--- config.mk ---
export PLATFORM = sky130hd
export DESIGN_NAME = pgsr_regs
export DESIGN_NICKNAME = d
export VERILOG_FILES = /design/src/rtl/pgsr_pkg.sv /design/src/rtl/pgsr_mux_if.sv /design/src/rtl/pgsr_regs.sv /design/src/rtl/pgsr_pin_mux.sv
export VERILOG_INCLUDE_DIRS = /design/src /design/src/rtl
export SDC_FILE = /design/constraint.sdc
export NUM_CORES = 1
export LEC_CHECK = 0
export ABC_CLOCK_PERIOD_IN_PS = 1800
export BUFFER_PORTS_ARGS = -buffer_cell sky130_fd_sc_hd__buf_4
export CAP_MARGIN = 20
export CORE_ASPECT_RATIO = 1.4
export CORE_UTILIZATION = 48
export DETAILED_ROUTE_END_ITERATION = 8
export GPL_TIMING_DRIVEN = 0
export PLACE_DENSITY = 0.8
export SLEW_MARGIN = 10
export SYNTH_ARGS = -nofsm -noshare
export SYNTH_HDL_FRONTEND = slang
export SYNTH_SLANG_ARGS = --single-unit
--- constraint.sdc ---
create_clock -name clock -period 1.8 [get_ports clock]
set_input_delay 0.18 -clock clock [delete_from_list [all_inputs] [get_ports clock]]
set_output_delay 0.18 -clock clock [all_outputs]
set_load 0.02 [all_outputs]
--- src/rtl/pgsr_params.svh ---
/*
 Offsets, field positions, reset values and codes for the output pin,
 slip prevention, thermal and status register bank.
 Assumes inclusion by bare name; definitions only.
*/
`ifndef PGSR_PARAMS_SVH
`define PGSR_PARAMS_SVH

// Register offsets (word addresses on the plain register port)
`define PGSR_OFF_PIN_CTRL 6'h1b
`define PGSR_OFF_SLIP_CTRL 6'h1c
`define PGSR_OFF_RSVD_A 6'h1d
`define PGSR_OFF_THERM_CTRL 6'h1e
`define PGSR_OFF_STATUS 6'h1f
`define PGSR_OFF_RSVD_B 6'h20
`define PGSR_OFF_THERM_READ 6'h21
`define PGSR_OFF_RSVD_C 6'h22
`define PGSR_OFF_IRQ_STATUS 6'h23
`define PGSR_OFF_IRQ_MASK 6'h24

// Reset values
`define PGSR_RST_RSVD_B 24'h000020
`define PGSR_RST_THERM 7'h1f
`define PGSR_RST_SLIP 6'h20

// Output pin control fields
`define PGSR_SEL_LSB 0
`define PGSR_STATIC_LSB 4
`define PGSR_DRIVE_EN_BIT 7
`define PGSR_DIS_LSB 8

// Slip prevention fields
`define PGSR_STEP_LSB 0
`define PGSR_FORCE_BIT 4
`define PGSR_RSTB_BIT 5

// Selector codes
`define PGSR_SEL_STATIC 4'h0
`define PGSR_SEL_CLOCKS 4'h1
`define PGSR_SEL_UPDOWN 4'h2
`define PGSR_SEL_SAT 4'h3
`define PGSR_SEL_REFS 4'h4
`define PGSR_SEL_RSVD5 4'h5
`define PGSR_SEL_PHASE 4'h6
`define PGSR_SEL_AUX 4'h7
`define PGSR_SEL_SWEEP 4'h8
`define PGSR_SEL_UNUSED9 4'h9
`define PGSR_SEL_QUANT 4'ha

// Interrupt event bits: lock gained, lock lost, overflow, sweep end
`define PGSR_EVT_W 4
`define PGSR_EVT_LOCK 0
`define PGSR_EVT_UNLOCK 1
`define PGSR_EVT_OVF 2
`define PGSR_EVT_SWEEP_END 3

`endif

--- src/rtl/pgsr_pkg.sv ---
/*
 Types for the register bank; its pin multiplexer uses none of them.
 Assumes the params header is compiled alongside.
*/
package pgsr_pkg;
	typedef logic [2:0] pgsr_pins_t;
	typedef enum logic [2:0] {
		PGSR_DET_AUTO = 3'h1,
		PGSR_DET_HELD = 3'h2,
		PGSR_DET_RUN = 3'h4
	} pgsr_det_state_t;
endpackage

--- src/rtl/pgsr_mux_if.sv ---
/*
 Interface between the register bank and the output pin multiplexer.
 Assumes a single clock domain; carries only combinational levels.
*/
`timescale 1ns/1ps
interface pgsr_mux_if;
	logic [3:0] sel;
	logic [2:0] static_value;
	logic [2:0] clocks;
	logic [2:0] updown;
	logic [2:0] sat;
	logic [2:0] refs;
	logic [3:0] integ;
	logic [2:0] aux;
	logic sweep;
	logic [2:0] quant;
	logic [2:0] pins;
	modport bank (output sel, static_value, clocks, updown, sat, refs, integ, aux,
		sweep, quant, input pins);
	modport mux (input sel, static_value, clocks, updown, sat, refs, integ, aux,
		sweep, quant, output pins);
endinterface

--- src/rtl/pgsr_regs.sv ---
/*
 Register bank of a fractional-N synthesizer: output pin source and driver
 control, slip prevention settings, thermal sensor control and readout,
 and lock, overflow and sweep status with a sticky interrupt.
 Assumes a plain register port in the clock domain; analog sources arrive
 as synchronous levels.
*/
`timescale 1ns/1ps
`include "pgsr_params.svh"
module pgsr_regs
(
	input wire logic clock,
	input wire logic resetn,
	input wire logic [5:0] reg_addr,
	input wire logic [23:0] reg_wdata,
	input wire logic reg_write,
	input wire logic reg_read,
	output logic [23:0] reg_rdata,
	input wire logic loop_locked,
	input wire logic [2:0] modulator_overflow_flags,
	input wire logic sweep_active_flag,
	input wire logic [6:0] thermal_code,
	input wire logic thermal_code_valid,
	input wire logic main_slip_enable,
	input wire logic [2:0] clock_sources,
	input wire logic [2:0] detector_pulses,
	input wire logic ref_saturated,
	input wire logic div_saturated,
	input wire logic [2:0] ref_sources,
	input wire logic [3:0] modulator_integrator_state,
	input wire logic [2:0] aux_sources,
	input wire logic [2:0] quantizer_lsbs,
	output logic [2:0] general_output_pin_out,
	output logic [2:0] general_output_pin_oe_n,
	output logic [3:0] slip_prevention_step,
	output logic slip_prevention_active,
	output logic detector_reset_n,
	output logic charge_pump_hiz,
	output logic thermal_enable,
	output logic irq
);
	logic [10:0] pin_ctrl;
	logic [5:0] slip_ctrl;
	logic therm_ctrl;
	logic [6:0] therm_value;
	logic [`PGSR_EVT_W-1:0] irq_status;
	logic [`PGSR_EVT_W-1:0] irq_mask;
	logic locked_q;
	logic sweep_q;
	logic gain_strobe;
	logic [2:0] pins_q;
	pgsr_pkg::pgsr_det_state_t det_state;
	pgsr_pkg::pgsr_det_state_t next_det_state;
	pgsr_mux_if mx ();

	// Offset match, shared by every write strobe
	function automatic logic addr_hit(input logic [5:0] a, input logic [5:0] off);
		return a == off;
	endfunction

	// Write decode; reserved and read-only offsets get no strobe
	wire wr_pin = reg_write && addr_hit(reg_addr, `PGSR_OFF_PIN_CTRL);
	wire wr_slip = reg_write && addr_hit(reg_addr, `PGSR_OFF_SLIP_CTRL);
	wire wr_therm = reg_write && addr_hit(reg_addr, `PGSR_OFF_THERM_CTRL);
	wire wr_istat = reg_write && addr_hit(reg_addr, `PGSR_OFF_IRQ_STATUS);
	wire wr_imask = reg_write && addr_hit(reg_addr, `PGSR_OFF_IRQ_MASK);

	// Fields
	wire [3:0] sel = pin_ctrl[`PGSR_SEL_LSB +: 4];
	wire drive_en = pin_ctrl[`PGSR_DRIVE_EN_BIT];
	wire [2:0] pin_dis = pin_ctrl[`PGSR_DIS_LSB +: 3];
	wire [3:0] step = slip_ctrl[`PGSR_STEP_LSB +: 4];
	wire det_force = slip_ctrl[`PGSR_FORCE_BIT];
	wire det_rstb = slip_ctrl[`PGSR_RSTB_BIT];

	// Prevention needs a nonzero step, reset-bar and the main enable
	wire slip_on = (step != 4'h0) && det_rstb && main_slip_enable;
	// Strobe holding detector gain at max while a saturation is seen
	assign gain_strobe = slip_on && (ref_saturated || div_saturated);

	// Events for sticky status
	wire [`PGSR_EVT_W-1:0] events = {
		sweep_q && !sweep_active_flag,
		|modulator_overflow_flags,
		locked_q && !loop_locked,
		!locked_q && loop_locked
	};

	// Mux sources
	assign mx.sel = sel;
	assign mx.static_value = pin_ctrl[`PGSR_STATIC_LSB +: 3];
	assign mx.clocks = clock_sources;
	assign mx.updown = detector_pulses;
	assign mx.sat = {ref_saturated, div_saturated, gain_strobe};
	assign mx.refs = ref_sources;
	assign mx.integ = modulator_integrator_state;
	assign mx.aux = aux_sources;
	assign mx.sweep = sweep_active_flag;
	assign mx.quant = quantizer_lsbs;

	pgsr_pin_mux u_mux
	(
		.m(mx)
	);

	// Registered pin data
	always_ff @(posedge clock or negedge resetn)
	begin
		if (!resetn)
			pins_q <= 3'h0;
		else
			pins_q <= mx.pins;
	end
	assign general_output_pin_out = pins_q;
	// Low enable means driven; master bit gates all pads, then each pad's own disable
	wire [2:0] pad_float;
	genvar pad;
	generate
		for (pad = 0; pad < 3; pad++)
		begin : g_pad
			assign pad_float[pad] = !(drive_en && !pin_dis[pad]);
		end
	endgenerate
	assign general_output_pin_oe_n = pad_float;

	// Control registers; widths stop at documented fields
	always_ff @(posedge clock or negedge resetn)
	begin
		if (!resetn)
		begin
			pin_ctrl <= 11'h000;
			slip_ctrl <= `PGSR_RST_SLIP;
			therm_ctrl <= 1'b0;
			irq_mask <= 4'h0;
		end
		else
		begin
			if (wr_pin)
				pin_ctrl <= reg_wdata[10:0];
			if (wr_slip)
				slip_ctrl <= reg_wdata[5:0];
			if (wr_therm)
				therm_ctrl <= reg_wdata[0];
			if (wr_imask)
				irq_mask <= reg_wdata[`PGSR_EVT_W-1:0];
		end
	end

	// Sticky status: a new event wins over a write-one clear
	always_ff @(posedge clock or negedge resetn)
	begin
		if (!resetn)
			irq_status <= 4'h0;
		else
			irq_status <= (irq_status & ~(wr_istat ? reg_wdata[3:0] : 4'h0)) | events;
	end
	assign irq = |(irq_status & irq_mask);

	// Previous levels for edge events
	always_ff @(posedge clock or negedge resetn)
	begin
		if (!resetn)
		begin
			locked_q <= 1'b0;
			sweep_q <= 1'b0;
		end
		else
		begin
			locked_q <= loop_locked;
			sweep_q <= sweep_active_flag;
		end
	end

	// Thermal code held until a fresh one arrives with the sensor enabled
	always_ff @(posedge clock or negedge resetn)
	begin
		if (!resetn)
			therm_value <= `PGSR_RST_THERM;
		else if (thermal_code_valid && therm_ctrl)
			therm_value <= thermal_code;
	end

	// Detector reset control state
	always_comb
	begin
		case (1'b1)
			det_force && !det_rstb: next_det_state = pgsr_pkg::PGSR_DET_HELD;
			det_force: next_det_state = pgsr_pkg::PGSR_DET_RUN;
			default: next_det_state = pgsr_pkg::PGSR_DET_AUTO;
		endcase
	end
	always_ff @(posedge clock or negedge resetn)
	begin
		if (!resetn)
			det_state <= pgsr_pkg::PGSR_DET_AUTO;
		else
			det_state <= next_det_state;
	end

	// Detector reset and loop opening
	always_comb
	begin
		case (det_state)
			pgsr_pkg::PGSR_DET_HELD: detector_reset_n = 1'b0;
			pgsr_pkg::PGSR_DET_RUN: detector_reset_n = 1'b1;
			pgsr_pkg::PGSR_DET_AUTO: detector_reset_n = !gain_strobe; // Auto: prevention logic
			default: detector_reset_n = 1'b1;
		endcase
	end
	// Forced reset tri-states the pump, freezing filter charge
	assign charge_pump_hiz = (det_state == pgsr_pkg::PGSR_DET_HELD);
	assign slip_prevention_step = slip_on ? step : 4'h0;
	assign slip_prevention_active = slip_on;
	assign thermal_enable = therm_ctrl;

	// Read mux; unmapped and reserved offsets read their defaults
	logic [23:0] rd_mux;
	always_comb
	begin
		case (reg_addr)
			`PGSR_OFF_PIN_CTRL: rd_mux = {13'h0000, pin_ctrl};
			`PGSR_OFF_SLIP_CTRL: rd_mux = {18'h00000, slip_ctrl};
			`PGSR_OFF_THERM_CTRL: rd_mux = {23'h000000, therm_ctrl};
			`PGSR_OFF_STATUS: rd_mux = {18'h00000, sweep_active_flag, 1'b0,
				modulator_overflow_flags, loop_locked};
			`PGSR_OFF_RSVD_B: rd_mux = `PGSR_RST_RSVD_B;
			`PGSR_OFF_THERM_READ: rd_mux = {17'h00000, therm_value};
			`PGSR_OFF_IRQ_STATUS: rd_mux = {20'h00000, irq_status};
			`PGSR_OFF_IRQ_MASK: rd_mux = {20'h00000, irq_mask};
			default: rd_mux = 24'h000000;
		endcase
	end
	always_ff @(posedge clock or negedge resetn)
	begin
		if (!resetn)
			reg_rdata <= 24'h000000;
		else if (reg_read)
			reg_rdata <= rd_mux;
		else
			reg_rdata <= 24'h000000;
	end
endmodule

--- src/rtl/pgsr_pin_mux.sv ---
/*
 Output source multiplexer for the three general output pins.
 Assumes all sources are already levels in the clock domain.
*/
`timescale 1ns/1ps
`include "pgsr_params.svh"
module pgsr_pin_mux
(
	pgsr_mux_if.mux m
);
	// Bit 2 goes to pin 3, bit 0 to pin 1
	always_comb
	begin
		case (m.sel)
			`PGSR_SEL_STATIC: m.pins = m.static_value;
			`PGSR_SEL_CLOCKS: m.pins = m.clocks;
			`PGSR_SEL_UPDOWN: m.pins = m.updown;
			`PGSR_SEL_SAT: m.pins = m.sat;
			`PGSR_SEL_REFS: m.pins = m.refs;
			`PGSR_SEL_PHASE: m.pins = {m.integ[1], m.integ[2], m.integ[3]};
			`PGSR_SEL_AUX: m.pins = m.aux;
			`PGSR_SEL_SWEEP: m.pins = {1'b0, m.sweep, 1'b0};
			`PGSR_SEL_QUANT: m.pins = m.quant;
			default: m.pins = 3'h0; // Codes 5 and 9 undefined: drive low
		endcase
	end
endmodule

# Word-level counts from Yosys, hierarchy flattened
# Index checks and enable logic that the tools add are counted.
[totals] elab_cells=73 in_bits=69 output_inout_bits=39 reg_bits=65
[op_classes] bitwise=4 n_eq_ne=18 n_mux=8 n_reduce_logical=32
[ops] op="$pmux W11 S8" count=1
[ops] op="$pmux W3 S9" count=1
[ops] op="$eq A6 B5 Y1 const B" count=4
[ops] op="$eq A6 B6 Y1 const B" count=4
[ops] op="$mux W24" count=1
[ops] op="$logic_and A1 B1 Y1" count=16
[ops] op="$eq A4 B3 Y1 const B" count=3
[ops] op="$logic_not A1 Y1" count=11
[ops] op="$and A4 B4 Y4" count=2
[ops] op="$eq A4 B2 Y1 const B" count=2
[ops] op="$eq A4 B4 Y1 const B" count=2
[ops] op="$mux W4" count=2
[ops] op="$mux W3" count=2
[ops] op="$eq A4 B1 Y1 const B" count=1
[ops] op="$logic_not A4 Y1" count=1
[ops] op="$not A4 Y4" count=1
[ops] op="$or A4 B4 Y4" count=1
[ops] op="$reduce_bool A4 Y1" count=1
[ops] op="$reduce_or A4 Y1" count=1
[ops] op="$eq A3 B1 Y1 const B" count=1
[ops] op="$eq A3 B2 Y1 const B" count=1
[ops] op="$reduce_or A3 Y1" count=1
[ops] op="$pmux W1 S2" count=1
[ops] op="$logic_or A1 B1 Y1" count=1

# Logic depth before layout (Yosys ltp)
# Gate-level depths: netlist (run 1).
[logic_depth] word_depth=6 mapped_depth=6 ltp_nobuf=4

# Hierarchy
# Synthesis (run 1) repeated with hierarchy kept, for this count alone.
[hier_totals] hier_cells=230 area_unflattened_um2=2738.9
[by_module_without_submodules] module="pgsr_regs" seq_area_each_um2=1310.0 area_each_um2=2442.3 instances=1 cells_per_inst=193
[by_module_without_submodules] module="pgsr_pin_mux" seq_area_each_um2=0.0 area_each_um2=296.5 instances=1 cells_per_inst=37

# Least setup slack after synthesis (run 1)
# OpenSTA, ideal clock, no wires.
[synth_timing] path_kind="in2reg" startpoint="in reg_addr[2]" endpoint="reg irq_status[2]" path_buffers=2 path_slack_ns=0.114 required_time_ns=1.671 cell_stages=6 arrival_time_ns=1.557 setup_ns=0.129 cell_sequence="buf_6 -> or4b_4 -> buf_6 -> nor3_4 -> nand2_1 -> a2111o_1"
[synth_via] elab_chain_cells=6
[synth_lines] element="from (decl)" line="pgsr_regs.sv:14" text="input wire logic [5:0] reg_addr,"
[synth_lines] element="$eq A6 B6 Y1" line="pgsr_regs.sv:58" text="return a == off;"
[synth_lines] element="$logic_and A1 B1 Y1" line="pgsr_regs.sv:65" text="wire wr_istat = reg_write && addr_hit(reg_addr, `PGSR_OFF_IRQ_STATUS);"
[synth_lines] element="$mux W4" line="pgsr_regs.sv:155" text="irq_status <= (irq_status & ~(wr_istat ? reg_wdata[3:0] : 4'h0)) | events;"
[synth_lines] element="$not A4 Y4" line="pgsr_regs.sv:155"
[synth_lines] element="$and A4 B4 Y4" line="pgsr_regs.sv:155"
[synth_lines] element="$or A4 B4 Y4" line="pgsr_regs.sv:155"
[synth_lines] element="to (signal assigned)" line="pgsr_regs.sv:155"
[synth_lines] element="to (decl)" line="pgsr_regs.sv:46" text="logic [`PGSR_EVT_W-1:0] irq_status;"
# No other way between the ends.
# A chain may end at the register's enable or synchronous reset.

# Final worst setup path (run 1)
[layout_timing] startpoint="reg slip_ctrl[5]" endpoint="out detector_reset_n"
[layout_via] elab_chain_cells=5
[layout_lines] element="from (decl)" line="pgsr_regs.sv:43" text="logic [5:0] slip_ctrl;"
[layout_lines] element="from (signal assigned)" line="pgsr_regs.sv:132" text="slip_ctrl <= `PGSR_RST_SLIP;"
[layout_lines] element="from (signal assigned)" line="pgsr_regs.sv:141" text="slip_ctrl <= reg_wdata[5:0];"
[layout_lines] element="$logic_and A1 B1 Y1 (2 in a row)" line="pgsr_regs.sv:77" text="wire slip_on = (step != 4'h0) && det_rstb && main_slip_enable;"
[layout_lines] element="$logic_and A1 B1 Y1" line="pgsr_regs.sv:79" text="assign gain_strobe = slip_on && (ref_saturated || div_saturated);"
[layout_lines] element="$logic_not A1 Y1" line="pgsr_regs.sv:206" text="pgsr_pkg::PGSR_DET_AUTO: detector_reset_n = !gain_strobe;"
[layout_lines] element="$pmux W1 S2" line="pgsr_regs.sv:203" text="case (det_state)"
[layout_lines] element="to (decl)" line="pgsr_regs.sv:37" text="output logic detector_reset_n,"
# No other way between the ends.

==> run summary, run 1 <==
Pwr dens: 864 nW/µm²
Sequential area share after synthesis: 0.501
Syn_area_per_cell: 11.5 µm²
Final worst setup slack: 0.0673 ns
Switch share: 0.271
Worst-Margin Slew: 0.728 ns
Vias in the first global route: 2023
Total track usage: 0.218
Die height: 89.4 µm
Iter 0 DRT Violations: 170
Slew headroom: 0.507
Leading area contributor after synthesis: dfrtp_1
Layout Cells excl Fill: 394
Worst EP required: 1.62 ns
Top cell type's share of synthesized area: 0.430
Drt total wl: 6020 µm
Pre-CTS setup slack: -0.128 ns
WP data arrival: 1.55 ns
Placed Instances: 383
Layout area overhead: 33.4%
Wire per inst: 15.3 µm
Total negative slack: 0 ns
Vias: 2104
Rows: 31
Cell with the most instances after synthesis: dfrtp_1
Die W: 64.4 µm
Fin util: 0.672
Num CTS Buffers: 5
Inserted Diodes: 0
Fin crit period: 1.73 ns
Initial antenna violation count: 0
Clk sinks: 52
CP Capture Type: output pin
Yosys Warn Count: 0
Core Area: 5200 µm²
Final setup vio count: 0
Synth top cells by count: 45 x dfrtp_1, 30 x mux2_2, 15 x nand2_1
Hold Path Class: in -> reg
First-pass GRT wire length: 9560 µm
Placer Congestion: 0.829
Pin count of the biggest net entering global routing: 53
NetSw: 0.818 mW
Initial Utilization: 0.503
Root Buffer: clkbuf_8
Io pins: 108
Levels on crit path: 5
Tcrit/Tclk final: 0.963
Combinational Power Share: 0.229
CTS tree: built
Global route overflow: 0
Skew final: 0.00825 ns
Max Root-Sink Buffers: 2
Clk pwr share: 0.273
Top FF cell, synth: dfrtp_1
HPWL after detailed placement: 4620 µm
Top cells by area, synth: dfrtp_1 43%, mux2_2 13%, dfstp_2 7.0%, mux2i_1 4.2%, buf_4 3.7%
Max-cap violation count: 0
Reg power frac: 0.498
Max VDD drop: 0.622 mV
H-tree depth: 2
EDFF count, synth: 0
Share of cells above drive strength 1: 0.454
#FFs+latches synth: 52
DRC: 0
Worst Path Buf+Inv: 1
Crit path launch type: register
Crit-path cells: nand2_1, nor3_2, nand3b_1, a21o_1, buf_4
Vias per cell: 5.34
Crit-path leading delay family: flip-flops
Port bufs: 77
Placed inst area: 3320 µm²
Distinct cells, synth: 44
Skew-Pair Late Insertion Delay: 0.30 ns
Post-route cell area: 3490 µm²
Post-Syn Area: 2620 µm²
Die area: 5750 µm²
Final hold vios: 0
Int Pwr: 2.20 mW
Clk pin slew, worst setup/hold paths: 0.09 ns
Nets@finish: 396
Crit Path Max Fanout: 3
CP max stage delay: 0.56 ns
Post-synth ARST share: 1.00
Reg2Reg Depth: 5
Slowest-stage cell, CP: dfstp_2
DR pass1 iterations: 5
Hold depth: 1
Fmax: 577 MHz
Final ANT Viol Nets: 0
Leakage: 1.69 nW
Syn Inst Count: 228
Critical path class: reg -> out
Final Max Slew Viols: 0
Outcome: finished, final reports clean
## cell usage in the layout, fill, tap and decap left out, types with 2 or more instances in the layout
cell type and count:
buf_4 91, dfrtp_1 45, mux2_2 30, nand2_1 15, a21oi_1 13, conb_1 13, mux2i_1 11, nor2_1 10
and3_1 9, inv_1 7, a22oi_1 7, dfstp_2 7, nor3_1 6, clkbuf_8 6, a221oi_1 4, nand2b_1 4
clkbuf_1 3, nor2b_1 3, o21ai_0 3, o2bb2ai_1 3, buf_2 3, and2_0 2, nor3b_1 2, nor3_2 2
buf_6 2, nand3b_1 2, and2_1 2, a22o_1 2, dlygate4sd3_1 2
## metrics by stage
| stage | total power, mW | hold slack [ns] |
|---|---|---|
| 2_1_floorplan | 1.90 | -0.116 |
| 6_report | 3.01 | 0.0129 |
| 3_5_place_dp | 2.19 | 0.246 |
| 5_1_grt | 3.16 | 0.000645 |
| 3_3_place_gp | 2.17 | 0.236 |
| 4_1_cts | 3.02 | 0.00830 |
## area by class of cell
cell class | instances | area, µm²
clock inverter | 2 | 38.8
multi-input combinational | 160 | 1200
buffer | 21 | 146
sequential | 52 | 1310
inverter | 7 | 26.3
clock buffer | 6 | 82.6
timing repair buffer | 80 | 606
fill | 448 | 1710
tap | 66 | 82.6
## worst reg2reg max path: stages (launching register included)
cell	delay, ns
dfrtp_1	0.46
clkbuf_1	0.47
mux2i_1	0.26
nor2_1	0.06
o21ai_0	0.18
a21oi_1	0.10
## power groups by stage
stage / Sequential (mW) / Combinational [mW] / Clock (mW)
2_1_floorplan: 1.51 / 0.391 / 0
3_3_place_gp: 1.51 / 0.652 / 0
3_5_place_dp: 1.52 / 0.665 / 0
4_1_cts: 1.49 / 0.685 / 0.839
5_1_grt: 1.52 / 0.748 / 0.895
6_report: 1.50 / 0.690 / 0.822
## kinds of logic (layout without fill, tap and decap cells)
family,Yosys count,in the layout,synth area share
AO/OA/AOI/OAI,40,40,0.108
buffers and inverters,28,116,0.0660
flip-flops,52,52,0.501
multiplexers,42,42,0.180
other,1,13,0.00143
AND/OR/NAND/NOR,65,65,0.144
## layer usage
metal	share of wire	GRT usage	wire, µm
met1	0.40	0.260	2430
met2	0.53	0.403	3200
met3	0.052	0.0408	313
met4	0.013	0.0566	77
met5	0	0	0
## worst paths after layout
check,startpoint,endpoint,slack (ns)
worst max-delay path,slip_ctrl[5],detector_reset_n,0.07
worst min-delay path,loop_locked,locked_q,0.01
worst max register to register,pin_ctrl[2],general_output_pin_out[0],0.17
worst min register to register,slip_ctrl[4],det_state[0],0.45
max in group asynchronous,resetn,slip_ctrl[0],0.93
min in group asynchronous,resetn,therm_value[5],0.46
## registers in the layout (all words and copies together), names as in the netlist, 3 cells and up
| signal | flops |
|---|---|
| irq_status | 4 |
| pin_ctrl | 11 |
| slip_ctrl | 6 |
| general_output_pin_out | 3 |
| therm_value | 7 |
| reg_rdata | 11 |
| irq_mask | 4 |
| det_state | 3 |
## timing repair
item / CTS / global route
pin swaps: 1 / 0
buffers inserted: 1 / 0
hold buffers: 2 / 0
hold endpoints to repair: 46 / 0
endpoints found under the setup margin: 1 / 1
resized for setup: 1 / 2
Note: power is estimated with default switching activity, not from simulation.
==> run 2, diff against run 1 <==
--- a/config.mk
+++ b/config.mk
@@ -10,9 +10,9 @@
 export BUFFER_PORTS_ARGS = -buffer_cell sky130_fd_sc_hd__buf_4
 export CAP_MARGIN = 20
-export CORE_ASPECT_RATIO = 1.4
+export CORE_ASPECT_RATIO = 0.7
 export CORE_UTILIZATION = 48
 export DETAILED_ROUTE_END_ITERATION = 8
 export GPL_TIMING_DRIVEN = 0
-export PLACE_DENSITY = 0.8
+export PLACE_DENSITY = 0.77
 export SLEW_MARGIN = 10
 export SYNTH_ARGS = -nofsm -noshare
==> constraint.sdc (replaced) <==
create_clock -name clock -period 1.8 [get_ports clock]
set_input_delay 0.45 -clock clock [delete_from_list [all_inputs] [get_ports clock]]
set_output_delay 0.45 -clock clock [all_outputs]
set_load 0.02 [all_outputs]
==> run summary, run 2 (same netlist as run 1, synthesis figures left out) <==
RSZ-0062 raised after global routing: true
Slew headroom: 0.574 (+0.0669)
Die W: 90.2 µm (+40%)
Rows: 22 (-29%)
Vias per cell: 5.28 (-1.2%)
Clk sinks: 52 (unchanged)
Worst-Margin Slew: 0.639 ns (-0.0888 ns)
Pre-CTS setup slack: -0.466 ns (-0.338 ns)
Vias in the first global route: 2107 (+4.2%)
Skew-Pair Late Insertion Delay: 0.31 ns (about the same)
Worst r2r src: pin_ctrl[2]
Share of cells above drive strength 1: 0.487 (+0.0323)
Num CTS Buffers: 5 (unchanged)
Tcrit/Tclk final: 1.11 (+0.152)
Die height: 63.8 µm (-29%)
Placer Congestion: 0.858 (+3.4%)
Layout Cells excl Fill: 407 (+3.3%)
Initial Utilization: 0.498 (-0.00575)
Crit path to: detector_reset_n
Root Buffer: clkbuf_8
Worst hold slack: 0.151 ns (+0.138 ns)
Nets@finish: 403 (+1.8%)
Io pins: 108 (unchanged)
Pwr dens: 867 nW/µm² (+0.35%)
CTS tree: built
WP data arrival: 1.56 ns (about the same)
Met2 Resource Use GR: 0.376 (-0.0269)
Clk pin slew, worst setup/hold paths: 0.09 ns (about the same)
Wire per inst: 15.9 µm (+4.2%)
H-tree depth: 2 (unchanged)
Final setup vio count: 2 (+2)
Final ANT Viol Nets: 0 (unchanged)
Most common cell after layout, fill and taps aside: buf_4
Port bufs: 77 (unchanged)
Final Max Slew Viols: 0 (unchanged)
Drt total wl: 6480 µm (+7.6%)
Total track usage: 0.240 (+0.0222)
Commonest non-fill, non-tap cells in the layout: 97 x buf_4, 44 x dfrtp_1, 30 x mux2_2, 14 x nand2_1
DR pass1 iterations: 4 (-1)
CTS hold repair buffers: 0 (-2)
Failing checks: negative setup slack
DRC: 0 (unchanged)
Final hold vios: 0 (unchanged)
M1 GR Usage: 0.330 (+0.0701)
FF-to-FF End: reg_rdata[2]
Overall Power: 3.13 mW (+3.7%)
Pin count of the biggest net entering global routing: 53 (unchanged)
Fill count: 417 (-6.9%)
Placed Instances: 389 (+1.6%)
Skew final: 0.00408 ns (-0.00417 ns)
Max Root-Sink Buffers: 2 (unchanged)
Initial antenna violation count: 0 (unchanged)
Leakage: 1.75 nW (+3.5%)
Slowest-stage cell, CP: dfstp_2
Fmax: 498 MHz (-14%)
Die area: 5750 µm² (about the same)
CP max stage delay: 0.59 ns (+0.03 ns)
Crit Path Max Fanout: 2 (-1)
Fin crit period: 2.01 ns (+0.274 ns)
Worst EP required: 1.35 ns (-0.27 ns)
Vias: 2147 (+2.0%)
Worst Setup SP: slip_ctrl[5]
Reg2Reg Depth: 5 (unchanged)
Grt met3 use: 0.0571 (+0.0163)
Crit path launch type: register
Final worst setup slack: -0.207 ns (-0.274 ns)
Iter 0 DRT Violations: 110 (-35%)
First-pass GRT wire length: 10600 µm (+10%)
Crit-path cells: nand2_2, nor3_4, nand3b_1, a21o_1, buf_6
CP Capture Type: output pin
Layer with the highest usage: met2
HPWL after detailed placement: 4780 µm (+3.4%)
Max-cap violation count: 0 (unchanged)
R2R setup slack: 0.32 ns (+0.15 ns)
Layout area overhead: 37.9%
Max VDD drop: 0.458 mV (-26%)
Global route overflow: 0 (unchanged)
Hold Path Class: in -> async
Core Area: 5260 µm² (+1.2%)
Inserted Diodes: 0 (unchanged)
Largest registers: pin_ctrl: 11 flops, reg_rdata: 11 flops, therm_value: 7 flops
Fin util: 0.686 (+0.0147)
Critical path class: reg -> out
Outcome: complete, but fails checks
## run 2: cell types whose count changed in the layout (fill, tap and decap cells not counted), sizes merged
cell	previous run	this run
buf	96	105
clkbuf	9	10
clkinv	1	0
dlygate4sd3	2	0
## run 2: area by class of cell
cell class / count / area (µm²) / area share
Clock inverter: 1 / 30.0 / 0.00832
Tap cell: 72 / 90.1 / 0.0250
Timing Repair Buffer: 87 / 664 / 0.184
Multi-Input combinational cell: 160 / 1240 / 0.343
Buffer: 21 / 151 / 0.0420
Clock buffer: 7 / 96.3 / 0.0267
Inverter: 7 / 26.3 / 0.00728
Sequential cell: 52 / 1310 / 0.363
## run 2: timing repair
action | CTS | global route
endpoints found under the setup margin | 18 | 27
gates resized for setup | 9 | 7
endpoints found under the hold margin | 0 | 0
setup buffers | 7 | 3
pin swaps | 7 | 2
## run 2: how the worst min path moves through the flow
stage | endpoint | cells past startpoint
6_report | general_output_pin_out[0] | 1
2_1_floorplan | det_state[1] | 0
5_1_grt | general_output_pin_out[0] | 1
3_5_place_dp | irq_status[0] | 1
4_1_cts | general_output_pin_out[0] | 1
3_3_place_gp | irq_status[0] | 1
## run 2: where the power goes
| group | switching [mW] | leakage, nW | internal (mW) |
|---|---|---|---|
| combinational | 0.357 | 1.03 | 0.395 |
| clock | 0.383 | 0.0645 | 0.491 |
| sequential | 0.124 | 0.653 | 1.38 |
| total | 0.864 | 1.75 | 2.26 |
## run 2: critical path: cells and delay by family, from the launching register on
family,cells,cell delay [ns]
buffers and inverters,1,0.13
DFF,1,0.59
AOI/OAI and AO/OA,1,0.18
and+or+nand+nor,3,0.35
## run 2: per-layer routing
layer  wire length (µm)  vias to the layer above
li1                   -                     1011
met1               2880                     1052
met2               3050                       76
met3                476                        8
met4                 75                        0
met5                  0                        -
## run 2: per-stage QoR
step	setup TNS [ns]	area, µm²
6_report	-0.301	3610
4_1_cts	-0.283	3560
3_5_place_dp	-9.29	3330
2_1_floorplan	-0.120	2670
5_1_grt	-0.423	3610
3_3_place_gp	-7.89	3330
==> run 3, diff against run 2 <==
Settings changed: RECOVER_POWER from default to 50.
==> run summary, run 3 (same netlist as run 1, synthesis figures left out) <==
Initial antenna violation count: 0 (unchanged)
Pin count of the biggest net entering global routing: 53 (unchanged)
CTS tree: built
Share of cells above drive strength 1: 0.481 (-0.00597)
CP Capture Type: output pin
Crit path launch type: register
Root Buffer: clkbuf_8
Io pins: 108 (unchanged)
Most common cell after layout, fill and taps aside: buf_4
Hold Path Class: in -> reg
Skew final: 0.00419 ns (+0.000106 ns)
Max Root-Sink Buffers: 2 (unchanged)
Critical path class: reg -> out
Initial Utilization: 0.498 (unchanged)
Port bufs: 77 (unchanged)
Total negative slack: -1.03 ns (-0.730 ns)
Clk pin slew, worst setup/hold paths: 0.09 ns (about the same)
Nets@finish: 403 (unchanged)
RSZ-0062 raised after global routing: true
WP data arrival: 1.56 ns (about the same)
Die area: 5750 µm² (unchanged)
CP max stage delay: 0.58 ns (about the same)
Drt total wl: 6510 µm (+0.42%)
Total track usage: 0.240 (unchanged)
Num CTS Buffers: 5 (unchanged)
Met2 Resource Use GR: 0.376 (unchanged)
Pwr dens: 868 nW/µm² (+0.14%)
Tcrit/Tclk final: 1.12 (about the same)
Rows: 22 (unchanged)
Core Area: 5260 µm² (unchanged)
Largest registers: pin_ctrl: 11 flops, reg_rdata: 11 flops, therm_value: 7 flops
Final setup vio count: 6 (+4)
Final hold vios: 0 (unchanged)
Max VDD drop: 0.457 mV (-0.19%)
Final Max Slew Viols: 0 (unchanged)
Overall Power: 3.12 mW (-0.24%)
Global route overflow: 0 (unchanged)
DRC: 0 (unchanged)
Crit-path cells: clkbuf_1, and3_1, buf_4
Grt met3 use: 0.0571 (unchanged)
Worst-Margin Slew: 1.26 ns (+0.619 ns)
CTS hold repair buffers: 0 (unchanged)
Wire per inst: 16.0 µm (+0.42%)
Die W: 90.2 µm (unchanged)
Crit Path Max Fanout: 7 (+5)
Outcome: complete, but fails checks
Vias: 2155 (+0.37%)
Vias per cell: 5.29 (+0.37%)
Slew headroom: 0.161 (-0.413)
Commonest non-fill, non-tap cells in the layout: 94 x buf_4, 44 x dfrtp_1, 30 x mux2_2, 14 x nand2_1
Fin crit period: 2.01 ns (+0.000270 ns)
H-tree depth: 2 (unchanged)
Layer with the highest usage: met2
Max-cap violation count: 0 (unchanged)
Failing checks: negative setup slack
First-pass GRT wire length: 10600 µm (unchanged)
Layout area overhead: 37.4%
Skew-Pair Late Insertion Delay: 0.31 ns (about the same)
Slowest-stage cell, CP: dfstp_2
Fmax: 498 MHz (about the same)
Final ANT Viol Nets: 0 (unchanged)
Die height: 63.8 µm (unchanged)
Placer Congestion: 0.858 (unchanged)
DR pass1 iterations: 4 (unchanged)
Vias in the first global route: 2107 (unchanged)
Worst EP required: 1.35 ns (about the same)
Final worst setup slack: -0.207 ns (-0.000270 ns)
Iter 0 DRT Violations: 120 (+9.1%)
HPWL after detailed placement: 4780 µm (unchanged)
M1 GR Usage: 0.330 (unchanged)
Leakage: 1.74 nW (-0.54%)
Inserted Diodes: 0 (unchanged)
Clk sinks: 52 (unchanged)
-- run 3: cell types whose count changed in the layout (fill, tap and decap cells not counted) --
cell      delta
buf_6        -1
clkbuf_1     +2
clkbuf_4     +1
clkbuf_2     +1
buf_4        -3
-- run 3: layout make-up --
class | instances | area [µm²]
fillers | 419 | 1660
flip-flops and latches | 52 | 1310
multi-input cells | 160 | 1240
repair buffers | 87 | 651
plain buffers | 21 | 151
clock buffers | 7 | 96.3
well taps | 72 | 90.1
clock inverters | 1 | 30.0
inverters | 7 | 26.3
-- run 3: repair_timing --
action / 4_1_cts / 5_1_grt
pin swaps: 7 / 2
gates cloned: 0 / 0
buffers inserted: 7 / 3
hold endpoints to repair: 0 / 0
endpoints found under the setup margin: 18 / 27
gates resized for setup: 9 / 7
-- run 3: worst paths after layout --
kind,from,endpoint,slack [ns],depth (start not counted)
max,slip_ctrl[5],slip_prevention_step[2],-0.21,3
min,sweep_active_flag,sweep_q,0.27,1
max reg2reg,pin_ctrl[2],reg_rdata[2],0.32,5
min reg2reg,locked_q,irq_status[0],0.45,1
max in group asynchronous,resetn,slip_ctrl[1],0.55,1
min in group asynchronous,resetn,general_output_pin_out[0],0.40,1
-- run 3: where the power goes --
part	switching [mW]	internal, mW
sequential	0.123	1.38
clock	0.383	0.491
combinational	0.357	0.389
-- run 3: critical path, delay by kind of cell (launching register included) --
family	cells	cell delay [ns]
flops	1	0.58
buf+inv	2	0.44
simple gates	1	0.23
-- run 3: metrics by stage --
step	utilization	instances	area (µm²)	hold WS, ns	setup WS [ns]
4_1_cts	0.677	404	3560	0.186	-0.192
2_1_floorplan	-	240	2670	0.154	-0.120
6_report	0.684	407	3590	0.274	-0.207
3_3_place_gp	0.634	389	3330	0.424	-0.405
5_1_grt	0.684	407	3590	0.268	-0.278
3_5_place_dp	0.634	389	3330	0.436	-0.466
-- run 3: layer usage --
| metal | share of wire | routed length, µm |
|---|---|---|
| met5 | 0 | 0 |
| met4 | 0.012 | 75 |
| met3 | 0.077 | 501 |
| met2 | 0.47 | 3050 |
| met1 | 0.44 | 2890 |
